<file path="config.mk">
export PLATFORM = sky130hd
export DESIGN_NAME = rrs_exec
export DESIGN_NICKNAME = d
export VERILOG_FILES = /design/src/design/rrs_pkg.sv /design/src/design/rrs_alu.sv /design/src/design/rrs_exec.sv
export VERILOG_INCLUDE_DIRS = /design/src /design/src/design
export SDC_FILE = /design/constraint.sdc
export NUM_CORES = 1
export LEC_CHECK = 0
export BUFFER_PORTS_ARGS = -buffer_cell sky130_fd_sc_hd__buf_4
export CORE_ASPECT_RATIO = 2
export CORE_MARGIN = 2
export CORE_UTILIZATION = 52
export DETAILED_ROUTE_END_ITERATION = 12
export PLACE_DENSITY = 0.95
export SYNTH_ARGS = -nofsm -noshare
export SYNTH_HDL_FRONTEND = slang
export SYNTH_SLANG_ARGS = --single-unit
export TNS_END_PERCENT = 50
</file>
<file path="constraint.sdc">
create_clock -name sys_clk -period 7.3 [get_ports sys_clk]
set_input_delay 1.825 -clock sys_clk [delete_from_list [all_inputs] [get_ports sys_clk]]
set_output_delay 1.825 -clock sys_clk [all_outputs]
set_load 0.02 [all_outputs]
</file>
<file path="src/design/rrs_cfg.svh">
`ifndef RRS_CFG_SVH
`define RRS_CFG_SVH
`define RRS_PC_W        15
`define RRS_ADDR_W      7
`define RRS_WDT_W       8
`define RRS_PRE_W       8
`define RRS_WDT_CLR     8'h00
`define RRS_PRE_CLR     8'h00
`define RRS_ACC_RST     8'h00
`define RRS_PC_RST      15'h0000
`define RRS_RET_CYCLES  2'h2
`define RRS_GIE_BIT     7
`define RRS_RLF_BIT     6
`define RRS_RRF_BIT     7
`endif

</file>
<file path="src/design/rrs_pkg.sv">
package rrs_pkg;
   typedef enum logic [2:0] {
      RRS_OP_NONE,
      RRS_OP_RETLIT,
      RRS_OP_RETSUB,
      RRS_OP_RETIRQ,
      RRS_OP_ROTL,
      RRS_OP_ROTR,
      RRS_OP_SLEEP,
      RRS_OP_SUBLIT
   } rrs_op_type;
   typedef enum logic {
      RRS_ST_IDLE,
      RRS_ST_RET2
   } rrs_state_type;
endpackage : rrs_pkg
</file>
<file path="src/design/rrs_alu.sv">
`timescale 1ns/1ps
`include "rrs_cfg.svh"
module rrs_alu
   import rrs_pkg::*;
(
   input  wire rrs_op_type op,
   input  wire logic [7:0] lit,
   input  wire logic [7:0] acc,
   input  wire logic [7:0] src,
   input  wire logic       carry_in,
   output logic [7:0]      result,
   output logic            carry_out,
   output logic            half_out,
   output logic            nil_out
);
   logic [8:0] diff;
   logic [4:0] hdiff;
   always_comb
   begin
      diff      = {1'b0, lit} - {1'b0, acc};
      hdiff     = {1'b0, lit[3:0]} - {1'b0, acc[3:0]};
      result    = src;
      carry_out = carry_in;
      half_out  = 1'b0;
      nil_out   = 1'b0;
      case (op)
         RRS_OP_ROTL:
         begin
            result    = {src[6:0], carry_in};
            carry_out = src[7];
         end
         RRS_OP_ROTR:
         begin
            result    = {carry_in, src[7:1]};
            carry_out = src[0];
         end
         RRS_OP_SUBLIT:
         begin
            result    = diff[7:0];
            carry_out = ~diff[8];
            half_out  = ~hdiff[4];
            nil_out   = (diff[7:0] == 8'h00);
         end
         default:
         begin
            result = src;
         end
      endcase
   end
endmodule : rrs_alu

</file>
<file path="src/design/rrs_exec.sv">
`timescale 1ns/1ps
`include "rrs_cfg.svh"
// What this block does
// - Return-with-literal loads accumulator with literal, program counter from stack head; two cycles.
// - Subroutine return pops stack, loads program counter, two cycles, flags untouched.
// - Rotate left: bit n to n+1, bit 7 to carry, carry to bit 0.
// - Rotate right: bit n to n-1, bit 0 to carry, carry to bit 7.
// - Rotate destination 0 writes accumulator, 1 writes register; address 0 to 127.
// - Sleep clears watchdog and prescaler, sets expiry flag, clears power-down flag.
// - Subtract: literal minus accumulator into accumulator, updates three flags.
// - Subtract carry is 0 if accumulator above literal, else 1.
// - Subtract half carry is 0 if accumulator low nibble above literal's, else 1.
// - Interrupt return pops stack, sets global enable bit 7, two cycles.
module rrs_exec
   import rrs_pkg::*;
(
   input  wire logic                   sys_clk,
   input  wire logic                   srst,
   input  wire logic                   instr_valid,
   input  wire logic [13:0]            instr_word,
   input  wire logic                   ret_sel,
   input  wire logic [`RRS_PC_W-1:0]   stack_head,
   input  wire logic [7:0]             file_rdata,
   output logic                        busy,
   output logic [`RRS_PC_W-1:0]        program_counter,
   output logic                        pc_load,
   output logic                        stack_pop,
   output logic [7:0]                  acc,
   output logic                        arith_out_bit,
   output logic                        half_byte_out_bit,
   output logic                        result_nil_flag,
   output logic                        expiry_flag,
   output logic                        power_down_flag,
   output logic                        global_irq_enable,
   output logic [`RRS_WDT_W-1:0]       watchdog_counter,
   output logic [`RRS_PRE_W-1:0]       watchdog_prescaler,
   output logic                        sleep_req,
   output logic [`RRS_ADDR_W-1:0]      file_addr,
   output logic [7:0]                  file_wdata,
   output logic                        file_we
);
   // Word 0009h is taken as the interrupt return, so the low bit of the
   // subroutine return never reaches this decoder as a shadow restore
   // Select input is spare for now; kept so the fetch side need not change
   // Unknown words decode to no operation and leave all state alone
   function automatic rrs_op_type decode_op(input logic [13:0] w, input logic sel);
      rrs_op_type o;
      o = RRS_OP_NONE;
      if (w[13:8] == 6'h34)
      begin
         o = RRS_OP_RETLIT;
      end
      else if (w[13:8] == 6'h0d)
      begin
         o = RRS_OP_ROTL;
      end
      else if (w[13:8] == 6'h0c)
      begin
         o = RRS_OP_ROTR;
      end
      else if (w[13:8] == 6'h3c)
      begin
         o = RRS_OP_SUBLIT;
      end
      else if (w == 14'h0063)
      begin
         o = RRS_OP_SLEEP;
      end
      else if (w == 14'h0008)
      begin
         o = RRS_OP_RETSUB;
      end
      else if (w == 14'h0009)
      begin
         o = RRS_OP_RETIRQ;
      end
      return o;
   endfunction : decode_op

   rrs_op_type         op;
   rrs_state_type      state_r, state_nxt;
   logic [7:0]         alu_res;
   logic               alu_c, alu_dc, alu_z;
   logic [`RRS_PC_W-1:0] pc_nxt;
   logic [7:0]         acc_nxt, wdata_nxt;
   logic [`RRS_ADDR_W-1:0] addr_nxt;
   logic               c_nxt, dc_nxt, z_nxt, to_nxt, pd_nxt, gie_nxt;
   logic               busy_nxt, load_nxt, pop_nxt, we_nxt, sleep_nxt;
   logic [`RRS_WDT_W-1:0] wdt_nxt;
   logic [`RRS_PRE_W-1:0] pre_nxt;
   logic               go;

   assign go = instr_valid && (state_r == RRS_ST_IDLE);
   assign op = go ? decode_op(instr_word, ret_sel) : RRS_OP_NONE;

   rrs_alu u_alu (
      .op        (op),
      .lit       (instr_word[7:0]),
      .acc       (acc),
      .src       (file_rdata),
      .carry_in  (arith_out_bit),
      .result    (alu_res),
      .carry_out (alu_c),
      .half_out  (alu_dc),
      .nil_out   (alu_z)
   );

   always_comb
   begin
      state_nxt = RRS_ST_IDLE;
      pc_nxt    = program_counter;
      acc_nxt   = acc;
      c_nxt     = arith_out_bit;
      dc_nxt    = half_byte_out_bit;
      z_nxt     = result_nil_flag;
      to_nxt    = expiry_flag;
      pd_nxt    = power_down_flag;
      gie_nxt   = global_irq_enable;
      wdt_nxt   = watchdog_counter;
      pre_nxt   = watchdog_prescaler;
      busy_nxt  = 1'b0;
      load_nxt  = 1'b0;
      pop_nxt   = 1'b0;
      we_nxt    = 1'b0;
      sleep_nxt = 1'b0;
      addr_nxt  = file_addr;
      wdata_nxt = file_wdata;
      // Second cycle of a return only flushes; fetch must hold off meanwhile
      case (op)
         RRS_OP_RETLIT, RRS_OP_RETSUB, RRS_OP_RETIRQ:
         begin
            pc_nxt    = stack_head;
            pop_nxt   = 1'b1;
            load_nxt  = 1'b1;
            busy_nxt  = 1'b1;
            state_nxt = RRS_ST_RET2;
            if (op == RRS_OP_RETLIT)
               acc_nxt = instr_word[7:0];
            if (op == RRS_OP_RETIRQ)
               gie_nxt = 1'b1;
         end
         RRS_OP_ROTL, RRS_OP_ROTR:
         begin
            c_nxt = alu_c;
            if (instr_word[`RRS_ADDR_W] == 1'b0)
               acc_nxt = alu_res;
            else
            begin
               we_nxt    = 1'b1;
               addr_nxt  = instr_word[`RRS_ADDR_W-1:0];
               wdata_nxt = alu_res;
            end
         end
         RRS_OP_SLEEP:
         begin
            wdt_nxt   = `RRS_WDT_CLR;
            pre_nxt   = `RRS_PRE_CLR;
            to_nxt    = 1'b1;
            pd_nxt    = 1'b0;
            sleep_nxt = 1'b1;
         end
         RRS_OP_SUBLIT:
         begin
            acc_nxt = alu_res;
            c_nxt   = alu_c;
            dc_nxt  = alu_dc;
            z_nxt   = alu_z;
         end
         default:
         begin
            state_nxt = RRS_ST_IDLE;
         end
      endcase
   end

   always_ff @(posedge sys_clk)
   begin
      if (srst)
      begin
         state_r            <= RRS_ST_IDLE;
         program_counter    <= `RRS_PC_RST;
         acc                <= `RRS_ACC_RST;
         arith_out_bit      <= 1'b0;
         half_byte_out_bit  <= 1'b0;
         result_nil_flag    <= 1'b0;
         // Power-on values of the status pair
         expiry_flag        <= 1'b1;
         power_down_flag    <= 1'b1;
         global_irq_enable  <= 1'b0;
         watchdog_counter   <= `RRS_WDT_CLR;
         watchdog_prescaler <= `RRS_PRE_CLR;
         busy               <= 1'b0;
         pc_load            <= 1'b0;
         stack_pop          <= 1'b0;
         sleep_req          <= 1'b0;
         file_we            <= 1'b0;
         file_addr          <= 7'h00;
         file_wdata         <= 8'h00;
      end
      else
      begin
         state_r            <= state_nxt;
         program_counter    <= pc_nxt;
         acc                <= acc_nxt;
         arith_out_bit      <= c_nxt;
         half_byte_out_bit  <= dc_nxt;
         result_nil_flag    <= z_nxt;
         expiry_flag        <= to_nxt;
         power_down_flag    <= pd_nxt;
         global_irq_enable  <= gie_nxt;
         watchdog_counter   <= wdt_nxt;
         watchdog_prescaler <= pre_nxt;
         busy               <= busy_nxt;
         pc_load            <= load_nxt;
         stack_pop          <= pop_nxt;
         sleep_req          <= sleep_nxt;
         file_we            <= we_nxt;
         file_addr          <= addr_nxt;
         file_wdata         <= wdata_nxt;
      end
   end
endmodule : rrs_exec

</file>
==> summary.md, run 1 <==
| Metric | Value |
|---|---|
| Worst-skew pair later-pin latency | `0.32 ns` |
| CTS Sinks | `46` |
| First-pass GRT wire length | `10.2 mm` |
| Status | `complete, no violations` |
| Dpl hpwl | `5.18 mm` |
| # setup viols final | `0` |
| Crit-path cells | `buf_4, nor4_2, nand4_1, o21ai_2, a31oi_4, o22ai_1, or2_1, o32ai_2` |
| Met1 Usage GRT | `0.222` |
| DR vias/cell | `5.62` |
| Global Route met2 Usage | `0.442` |
| CTS Buffer Depth | `2` |
| Slew @ Worst Pin | `1.08 ns` |
| Largest net degree at the start of global routing | `41` |
| Critical path's top delay family | `compound AO/OA/AOI/OAI gates` |
| Highest-delay cell along the critical path | `o21ai_2` |
| Post-DR wirelength/cell | `15.4 µm` |
| Worst setup SP type | `primary input` |
| Initial DRC Count | `61` |
| Post-synth EDFFs | `0` |
| Vias in the first global route | `2268` |
| Busiest metal layer after global routing | `met2` |
| Warnings, synthesis | `0` |
| Core Box Area | `4860 µm²` |
| Slew HR | `0.277` |
| CP Capture Type | `flop` |
| Inserted Clock Buffers | `5` |
| # rows | `36` |
| LEAKAGE | `1.45 nW` |
| Die Ht | `104 µm` |
| Worst EP required | `7.47 ns` |
| H-tree level count | `2` |
| Arrival time at the worst endpoint | `4.13 ns` |
| Slowest stage delay, CP | `0.50 ns` |
| Clk root buf | `clkbuf_8` |
| Pwr dens | `164 nW/µm²` |
| CTS clk-pin slew, worst paths | `0.10 ns` |
| Setup_tns | `0 ns` |
| Top FF cell, synth | `dfxtp_1` |
| Mean post-synth cell area | `8.98 µm²` |
| # port buffers | `87` |
| Die Width | `54.1 µm` |
| Max Cap Viol | `0` |
| Syn Std Cell Area | `2600 µm²` |
| Ant. Diodes | `0` |
| Maximum VDD drop | `0.240 mV` |
| Global placement routability congestion | `0.921` |
| Met3 global-route usage | `0.0546` |
| Drt drc | `0` |
| Part of the cycle the worst path needs | `0.542` |
| Crit path kind | `primary input to flop` |
| Worst path bufs/invs | `1` |
| GRT Residual Overflow | `0` |
| Fillers | `400` |
| Share of cells above drive strength 1 | `0.311` |
| Fin. Hold Viols | `0` |
| Asr flop ratio synth | `0` |
| Yosys reg bits | `46` |
| Distinct cells, synth | `56` |
| Hold WC Path Type | `flop to flop` |
| Postcts setup bufs | `0` |
| First-pass DRT Iterations | `4` |
| Initial Utilization | `0.535` |
| Layout net count | `419` |
| Via count | `2398` |
| Final WS setup | `3.34 ns` |
| Sequential-to-total area share from yosys stat | `0.354` |
| Initial antenna violation count | `0` |
| Critical Path Fanout Max | `16` |
| WL final | `6.58 mm` |
| TritonCTS clock tree | `yes` |
| Cts repair resizes | `0` |
| Io pins | `106` |
| Clock Skew | `0.0105 ns` |
| Die area | `5630 µm²` |
| Cell count after synthesis | `290` |
| Dpl ws | `3.05 ns` |
| Area delta synth->final | `26.7%` |
| GRT Total Usage | `0.244` |
| ANT nets after route | `0` |
| RSZ-0062 raised after global routing | `false` |
| Maximum clock frequency | `253 MHz` |
| CTS Hold Bufs | `0` |
| Min Tclk post-route | `3.96 ns` |
| Fin. max-slew vios | `0` |
[flip-flops by register name, indices dropped and copies added (netlist names), 7 cells and up]
register	flops
program_counter	15
acc	8
file_wdata	8
file_addr	7
[tightest hold or removal path, cell delays in order, from the launching register on]
cell     delay [ns]
dfxtp_1        0.32
nand2_1        0.05
a21oi_1        0.05
[per-stage QoR]
step	util	std cells	area, µm²	hold slack, ns	power, mW
after detailed placement	0.655	419	3180	0.448	0.346
final	0.678	427	3300	0.462	0.542
after global placement	0.655	419	3180	0.443	0.343
after global routing	0.678	427	3300	0.475	0.565
after floorplan	-	305	2660	0.528	0.318
after CTS	0.678	427	3300	0.461	0.545
[path summary, 6_finish.rpt]
path	from	endpoint	slack (ns)	depth (start not counted)
setup / recovery	instr_word[2]	acc[2]	3.34	8
hold / removal	half_byte_out_bit	half_byte_out_bit	0.46	2
setup reg to reg	acc[1]	result_nil_flag	4.61	9
hold reg to reg	half_byte_out_bit	half_byte_out_bit	0.46	2
[cells in the final DEF, fill, tap and decap left out, types with 2 or more instances in the layout]
master | Yosys | layout
buf_4 | 20 | 87
a21o_1 | 5 | 5
clkbuf_8 | 0 | 5
o21ai_0 | 6 | 6
nor4b_1 | 2 | 2
nand2b_1 | 3 | 3
a221oi_1 | 5 | 5
o32ai_2 | 8 | 8
inv_1 | 11 | 11
or2_1 | 2 | 2
nand4_1 | 5 | 5
o22ai_1 | 2 | 2
nor2_1 | 52 | 52
nor2b_1 | 2 | 2
ha_1 | 8 | 8
xnor2_1 | 5 | 5
nand2_1 | 17 | 17
inv_6 | 0 | 2
dfxtp_1 | 46 | 46
conb_1 | 2 | 17
nor3_1 | 5 | 5
o21ai_2 | 2 | 2
nand3b_1 | 2 | 2
nor4_1 | 2 | 2
mux2i_1 | 22 | 22
o21bai_1 | 2 | 2
a211oi_1 | 10 | 10
a21oi_1 | 8 | 8
[cell families (layout without fill, tap and decap cells)]
family | Yosys count | after routing | synth area share
buf+inv | 41 | 106 | 0.0932
flops | 46 | 46 | 0.354
xor+xnor | 6 | 6 | 0.0202
simple gates | 105 | 105 | 0.203
fa+ha+maj | 9 | 9 | 0.0461
other cells | 2 | 17 | 0.00288
mux | 22 | 22 | 0.0845
compound gates | 59 | 59 | 0.196
[layout make-up]
class                      instances  area, µm²  area share
clock buffer                       5       68.8      0.0208
clock inverter                     3       47.5      0.0144
inverter                          11       41.3      0.0125
multi-input combinational        218       1500       0.454
sequential                        46        921       0.279
tap                               57       71.3      0.0216
timing repair buffer              87        653       0.198
[report_power, final]
group          leakage (nW)  internal, mW  total, mW  switching (mW)
Clock                0.0591         0.104      0.202          0.0970
Combinational          1.02        0.0357     0.0855          0.0498
Sequential            0.371         0.254      0.255         0.00171
Total                  1.45         0.394      0.542           0.149
[synth_stat cells, types with 5 or more instances]
cell type,number,share of area
nor2_1,52,0.075
dfxtp_1,46,0.35
mux2i_1,22,0.085
buf_4,20,0.058
nand2_1,17,0.024
inv_1,11,0.016
a211oi_1,10,0.029
a21oi_1,8,0.015
ha_1,8,0.038
o32ai_2,8,0.050
o21ai_0,6,0.012
a21o_1,5,0.014
a221oi_1,5,0.017
nand4_1,5,0.012
nor3_1,5,0.0096
xnor2_1,5,0.017
[metal layers]
metal,part of all wire,vias to the layer above
li1,-,1163
met1,0.32,1097
met2,0.56,114
met3,0.061,24
met4,0.055,0
met5,0,-
Note: power is estimated with default switching activity, not from simulation.
==> inputs of run 2 (changes only) <==
Settings changed: ABC_AREA from default to 1, CORE_UTILIZATION 52 to 45, PLACE_DENSITY 0.95 to 0.87.
Clock period 7.3 ns to 3.2 ns, I/O delays scaled along.
==> summary.md, run 2 <==
| Metric | Value |
|---|---|
| Status | `complete, no violations (unchanged)` |
| Cts repair resizes | `0 (unchanged)` |
| CTS Sinks | `46 (unchanged)` |
| Io pins | `106 (unchanged)` |
| Share of cells above drive strength 1 | `0.242 (was 0.311)` |
| Clock share of power | `0.406 (was 0.371)` |
| # setup viols final | `0 (unchanged)` |
| Synth top area share | `0.326 (was 0.354)` |
| Initial DRC Count | `110 (was 61)` |
| Total design power | `1.41 mW (was 0.542 mW)` |
| Via count | `2993 (was 2398)` |
| Combinational Power Share | `0.175 (was 0.158)` |
| CTS Buffer Depth | `2 (unchanged)` |
| Fillers | `585 (was 400)` |
| Clk root buf | `clkbuf_16 (was clkbuf_8)` |
| Critical Path Fanout Max | `4 (was 16)` |
| GRT Total Usage | `0.234 (was 0.244)` |
| Core Box Area | `6060 µm² (was 4860 µm²)` |
| RSZ-0062 raised after global routing | `false (unchanged)` |
| Sequential-to-total area share from yosys stat | `0.326 (was 0.354)` |
| Inserted Clock Buffers | `5 (unchanged)` |
| Crit path kind | `primary input to flop (unchanged)` |
| Initial Utilization | `0.466 (was 0.535)` |
| Worst reg2reg startpoint | `acc[0] (was acc[1])` |
| CTS clk-pin slew, worst paths | `0.06 ns (was 0.10 ns)` |
| First-pass DRT Iterations | `5 (was 4)` |
| Ant. Diodes | `0 (unchanged)` |
| Maximum clock frequency | `416 MHz` |
| Most frequent cells in the layout | `buf_4, nor2_1, nand2_1 (was buf_4, nor2_1, dfxtp_1)` |
| Syn Std Cell Area | `2820 µm² (was 2600 µm²)` |
| WHS Endpoint | `file_addr[6] (was half_byte_out_bit)` |
| Area delta synth->final | `27.9% (was 26.7%)` |
| Arrival time at the worst endpoint | `2.63 ns (was 4.13 ns)` |
| TritonCTS clock tree | `yes (unchanged)` |
| Cell count after synthesis | `419 (was 290)` |
| Part of the power in registers | `0.419 (was 0.471)` |
| Post-DR wirelength/cell | `13.5 µm (was 15.4 µm)` |
| Die Width | `60.0 µm (was 54.1 µm)` |
| Warnings, synthesis | `0 (unchanged)` |
| Setup_tns | `0 ns (unchanged)` |
| Hold WS | `0.444 ns (was 0.462 ns)` |
| Hold WC Path Type | `flop to flop (unchanged)` |
| Global placement routability congestion | `0.957 (was 0.921)` |
| Footprint of the multi-input gates | `1560 µm² (was 1500 µm²)` |
| Distinct cells, synth | `33 (was 56)` |
| Yosys reg bits | `46 (unchanged)` |
| LEAKAGE | `1.76 nW (was 1.45 nW)` |
| Postcts setup bufs | `0 (unchanged)` |
| Asr flop ratio synth | `0 (unchanged)` |
| Fin. max-slew vios | `0 (unchanged)` |
| Initial antenna violation count | `0 (unchanged)` |
| # rows | `40 (was 36)` |
| Vias in the first global route | `2779 (was 2268)` |
| Sequential cell area | `921 µm² (unchanged)` |
| Area leader, netlist | `dfxtp_1 (unchanged)` |
| Largest cells by area after synthesis | `dfxtp_1, nor2_1, nand4_1 (was dfxtp_1, mux2i_1, nor2_1)` |
| Critical path launch point | `instr_word[0] (was instr_word[2])` |
| Most common cell after layout, fill and taps aside | `buf_4 (unchanged)` |
| Worst EP required | `3.43 ns (was 7.47 ns)` |
| Placed Area | `3450 µm² (was 3180 µm²)` |
| GRT Residual Overflow | `0 (unchanged)` |
| Clock Skew | `0.00483 ns (was 0.0105 ns)` |
| H-tree level count | `2 (unchanged)` |
| Largest net degree at the start of global routing | `36 (was 41)` |
| Switching power | `0.374 mW (was 0.149 mW)` |
| Post-synth EDFFs | `0 (unchanged)` |
| WL final | `7.89 mm (was 6.58 mm)` |
| Fin. Hold Viols | `0 (unchanged)` |
| Int Pwr | `1.03 mW (was 0.394 mW)` |
| DR vias/cell | `5.13 (was 5.62)` |
| CP Capture Type | `flop (unchanged)` |
| Most flop-heavy register | `program_counter (unchanged)` |
| Flop2flop setup slack | `1.12 ns (was 4.61 ns)` |
| Die area | `6960 µm² (was 5630 µm²)` |
| Biggest regs | `program_counter x15, acc x8, file_wdata x8 (unchanged)` |
| Mean post-synth cell area | `6.74 µm² (was 8.98 µm²)` |
| Hold path startpoint | `file_addr[6] (was half_byte_out_bit)` |
| Worst-skew pair later-pin latency | `0.29 ns (was 0.32 ns)` |
| Most instantiated library cell after synthesis | `nor2_1 (unchanged)` |
| CTS Hold Bufs | `0 (unchanged)` |
| Layout net count | `549 (was 419)` |
| # port buffers | `87 (unchanged)` |
| Top FF cell, synth | `dfxtp_1 (unchanged)` |
| Finished Cell Area | `3610 µm² (was 3300 µm²)` |
| Min Tclk post-route | `2.40 ns` |
| Pwr dens | `390 nW/µm² (was 164 nW/µm²)` |
| Worst setup SP type | `primary input (unchanged)` |
| Dpl hpwl | `6.18 mm (was 5.18 mm)` |
| Reg2Reg Capture Point | `result_nil_flag (unchanged)` |
| Switch share | `0.265 (was 0.274)` |
| First-pass GRT wire length | `12.3 mm (was 10.2 mm)` |
| Core Util, Final | `0.596 (was 0.678)` |
| Part of the cycle the worst path needs | `0.750` |
| Drt drc | `0 (unchanged)` |
| ANT nets after route | `0 (unchanged)` |
| Largest register FFs | `15 (unchanged)` |
| Synth cell count leaders | `nor2_1, nand2_1, dfxtp_1 (was nor2_1, dfxtp_1, mux2i_1)` |
| Max Cap Viol | `0 (unchanged)` |
| WHS Path Cells | `2 (unchanged)` |
| Die Ht | `116 µm (was 104 µm)` |
| Maximum VDD drop | `0.200 mV (was 0.240 mV)` |
| Worst r2r path cells | `9 (unchanged)` |
run 2: metal layers:
layer / GRT usage / part of all wire / routed length, µm / vias up
met2: 0.440 / 0.54 / 4260 / 116
met1: 0.226 / 0.36 / 2850 / 1358
met5: 0 / 0 / 0 / -
li1: - / - / - / 1495
met3: 0.0379 / 0.052 / 413 / 24
met4: 0.138 / 0.047 / 367 / 0
run 2: critical path, stage by stage:
cell and delay [ns]:
buf_4 0.13, inv_1 0.07, ha_1 0.14, inv_1 0.06
fa_1 0.45, xor2_1 0.21, nor3_1 0.19, nand4_1 0.11
nor3_1 0.30, nor2_1 0.07, nor2_1 0.09
run 2: cell type report:
class                      instances  area share
clock buffer                       8      0.0461
inverter                          47      0.0502
multi-input combinational        308       0.431
sequential                        46       0.255
tap                               84      0.0291
timing repair buffer              91       0.189
run 2: worst max-delay path by stage:
stage / to / slack [ns] / cells after the start
finish: result_nil_flag / 0.80 / 11
global route: result_nil_flag / 0.63 / 12
CTS: result_nil_flag / 0.82 / 11
detailed placement: result_nil_flag / 0.52 / 11
global placement: result_nil_flag / 0.53 / 11
floorplan: file_wdata[4] / 0.97 / 12
run 2: metrics by stage:
| step | instances | setup WS (ns) |
|---|---|---|
| 3_5_place_dp | 576 | 0.523 |
| 2_1_floorplan | 434 | 0.965 |
| 5_1_grt | 584 | 0.633 |
| 4_1_cts | 584 | 0.819 |
| 6_report | 584 | 0.799 |
| 3_3_place_gp | 576 | 0.531 |
run 2: logic make-up after synthesis:
group,after synthesis,synth area share
xor gates and xnor gates,3,0.00931
adders and majority gates,9,0.0425
and+or+nand+nor,226,0.379
buffers and inverters,80,0.143
other,2,0.00266
AOI/OAI and AO/OA,53,0.0970
DFF,46,0.326
run 2: power by group through the flow:
| stage | Sequential [mW] | Clock [mW] | Combinational (mW) |
|---|---|---|---|
| 2_1_floorplan | 0.616 | 0 | 0.152 |
| 3_3_place_gp | 0.602 | 0 | 0.239 |
| 3_5_place_dp | 0.602 | 0 | 0.244 |
| 4_1_cts | 0.590 | 0.580 | 0.245 |
| 5_1_grt | 0.590 | 0.600 | 0.273 |
| 6_report | 0.590 | 0.572 | 0.246 |
==> inputs of run 3 (changes only) <==
Clock period 3.2 ns to 2.2 ns, I/O delays scaled along.
==> summary.md, run 3 (synthesized netlist as in run 2, its figures left out) <==
| Metric | Value |
|---|---|
| Worst setup SP type | `primary input (unchanged)` |
| Clock Skew | `0.00670 ns (was 0.00483 ns)` |
| TritonCTS clock tree | `yes (unchanged)` |
| Post-DR wirelength/cell | `13.2 µm (was 13.5 µm)` |
| Total design power | `2.10 mW (was 1.41 mW)` |
| CTS clk-pin slew, worst paths | `0.06 ns (about the same)` |
| Critical Path Most Common Cell | `nor2_1` |
| Worst-skew pair later-pin latency | `0.29 ns (about the same)` |
| Critical Path Fanout Max | `9 (was 4)` |
| CTS Buffer Depth | `2 (unchanged)` |
| # rows | `40 (unchanged)` |
| Crit-path cells | `buf_4, nor2_1, nand2_1, nor2_1, nand2_1, nand3_1, nand2_1, buf_4, nor2_4, nand3_1, nand4_1, nor2_1, nor2_1 (was buf_4, inv_1, ha_1, inv_1, fa_1, xor2_1, nor3_1, nand4_1, nor3_1, nor2_1, nor2_1)` |
| Status | `complete, no violations (unchanged)` |
| Hold WS | `0.444 ns (about the same)` |
| Final WS setup | `0.183 ns (was 0.799 ns)` |
| Slowest stage delay, CP | `0.21 ns (was 0.45 ns)` |
| H-tree level count | `2 (unchanged)` |
| Most common cell after layout, fill and taps aside | `buf_4 (unchanged)` |
| Drt drc | `0 (unchanged)` |
| Initial DRC Count | `127 (was 110)` |
| Reg2Reg Capture Point | `file_wdata[4] (was result_nil_flag)` |
| Ant. Diodes | `0 (unchanged)` |
| Initial antenna violation count | `0 (unchanged)` |
| Biggest regs | `program_counter x15, acc x8, file_wdata x8 (unchanged)` |
| Crit path kind | `primary input to flop (unchanged)` |
| Worst EP required | `2.42 ns (was 3.43 ns)` |
| GRT Total Usage | `0.233 (was 0.234)` |
| Fin. max-slew vios | `0 (unchanged)` |
| Most flop-heavy register | `program_counter (unchanged)` |
| ANT nets after route | `0 (unchanged)` |
| Min Tclk post-route | `2.02 ns` |
| Arrival time at the worst endpoint | `2.24 ns (was 2.63 ns)` |
| Worst r2r path cells | `11 (was 9)` |
| Maximum VDD drop | `0.304 mV (was 0.200 mV)` |
| Hold WC Path Type | `flop to flop (unchanged)` |
| Worst reg2reg startpoint | `acc[0] (unchanged)` |
| Fin. Hold Viols | `0 (unchanged)` |
| Most frequent cells in the layout | `buf_4, nor2_1, nand2_1 (unchanged)` |
| # port buffers | `87 (unchanged)` |
| Die area | `6960 µm² (unchanged)` |
| Pwr dens | `558 nW/µm² (was 390 nW/µm²)` |
| Highest-delay cell along the critical path | `buf_4 (was fa_1)` |
| Largest register FFs | `15 (unchanged)` |
| First-pass GRT wire length | `12.4 mm (was 12.3 mm)` |
| Via count | `3063 (was 2993)` |
| # setup viols final | `0 (unchanged)` |
| WL final | `7.90 mm (was 7.89 mm)` |
| Share of cells above drive strength 1 | `0.267 (was 0.242)` |
| WHS Path Cells | `2 (unchanged)` |
| Cts repair resizes | `0 (unchanged)` |
| Area delta synth->final | `33.5% (was 27.9%)` |
| RSZ-0062 raised after global routing | `false (unchanged)` |
| Hold path startpoint | `file_addr[2] (was file_addr[6])` |
| Core Util, Final | `0.622 (was 0.596)` |
| CP Capture Type | `flop (unchanged)` |
| Layout net count | `565 (was 549)` |
| Dpl hpwl | `6.29 mm (was 6.18 mm)` |
| Flop2flop setup slack | `0.29 ns (was 1.12 ns)` |
| WHS Endpoint | `file_addr[2] (was file_addr[6])` |
| Io pins | `106 (unchanged)` |
| Worst path bufs/invs | `2 (was 3)` |
| Part of the cycle the worst path needs | `0.917` |
| LEAKAGE | `1.85 nW (was 1.76 nW)` |
| Vias in the first global route | `2862 (was 2779)` |
| First-pass DRT Iterations | `4 (was 5)` |
| CTS Sinks | `46 (unchanged)` |
| Clk root buf | `clkbuf_16 (unchanged)` |
| Max Cap Viol | `0 (unchanged)` |
| Die Width | `60.0 µm (unchanged)` |
| Dpl ws | `-0.0956 ns (was 0.523 ns)` |
| Initial Utilization | `0.466 (unchanged)` |
| CTS Hold Bufs | `0 (unchanged)` |
| DR vias/cell | `5.11 (was 5.13)` |
| Inserted Clock Buffers | `5 (unchanged)` |
| Largest net degree at the start of global routing | `27 (was 36)` |
| Postcts setup bufs | `0 (unchanged)` |
| Global placement routability congestion | `0.955 (was 0.957)` |
| Setup_tns | `0 ns (unchanged)` |
| Die Ht | `116 µm (unchanged)` |
| Core Box Area | `6060 µm² (unchanged)` |
| Critical path's top delay family | `simple AND/OR/NAND/NOR gates (unchanged)` |
| GRT Residual Overflow | `0 (unchanged)` |
| Maximum clock frequency | `496 MHz` |
[run 3: worst max-delay path by stage]
stage | slack [ns] | to | depth (start not counted) | start
5_1_grt | 0.008 | acc[6] | 14 | instr_word[0]
3_3_place_gp | -0.06 | acc[4] | 13 | instr_word[0]
4_1_cts | 0.19 | acc[1] | 13 | instr_word[4]
2_1_floorplan | 0.22 | file_wdata[4] | 12 | instr_word[0]
6_report | 0.18 | acc[1] | 13 | instr_word[4]
3_5_place_dp | -0.1 | acc[4] | 13 | instr_word[0]
[run 3: layout make-up]
cell class                 instances  area, µm²
clock buffer                       5        125
inverter                          47        181
clock inverter                     3       45.0
timing repair buffer             107        828
sequential                        46        921
fill                             563       2290
multi-input combinational        308       1560
tap                               84        105
[run 3: power breakdown]
group / internal [mW] / switching (mW) / total [mW]
combinational: 0.163 / 0.226 / 0.389
clock: 0.535 / 0.323 / 0.858
sequential: 0.849 / 0.00856 / 0.857
[run 3: layer usage]
layer  wire, µm  track usage  part of all wire  vias to the layer above
met1       2660        0.214              0.34                     1373
met2       4390        0.444              0.55                      131
met5          0            0                 0                        -
met3        480       0.0413             0.061                       30
met4        376        0.141             0.048                        0
li1           -            -                 -                     1529
[run 3: stage by stage]
| stage | area (µm²) | cells |
|---|---|---|
| floorplan | 2880 | 434 |
| detailed placement | 3590 | 592 |
| finish | 3770 | 600 |
| CTS | 3760 | 600 |
| global placement | 3590 | 592 |
| global route | 3770 | 600 |
[run 3: tightest hold or removal path, stage by stage, from the launching register on]
cell     delay, ns
dfxtp_1       0.31
inv_1         0.05
a21oi_1       0.05
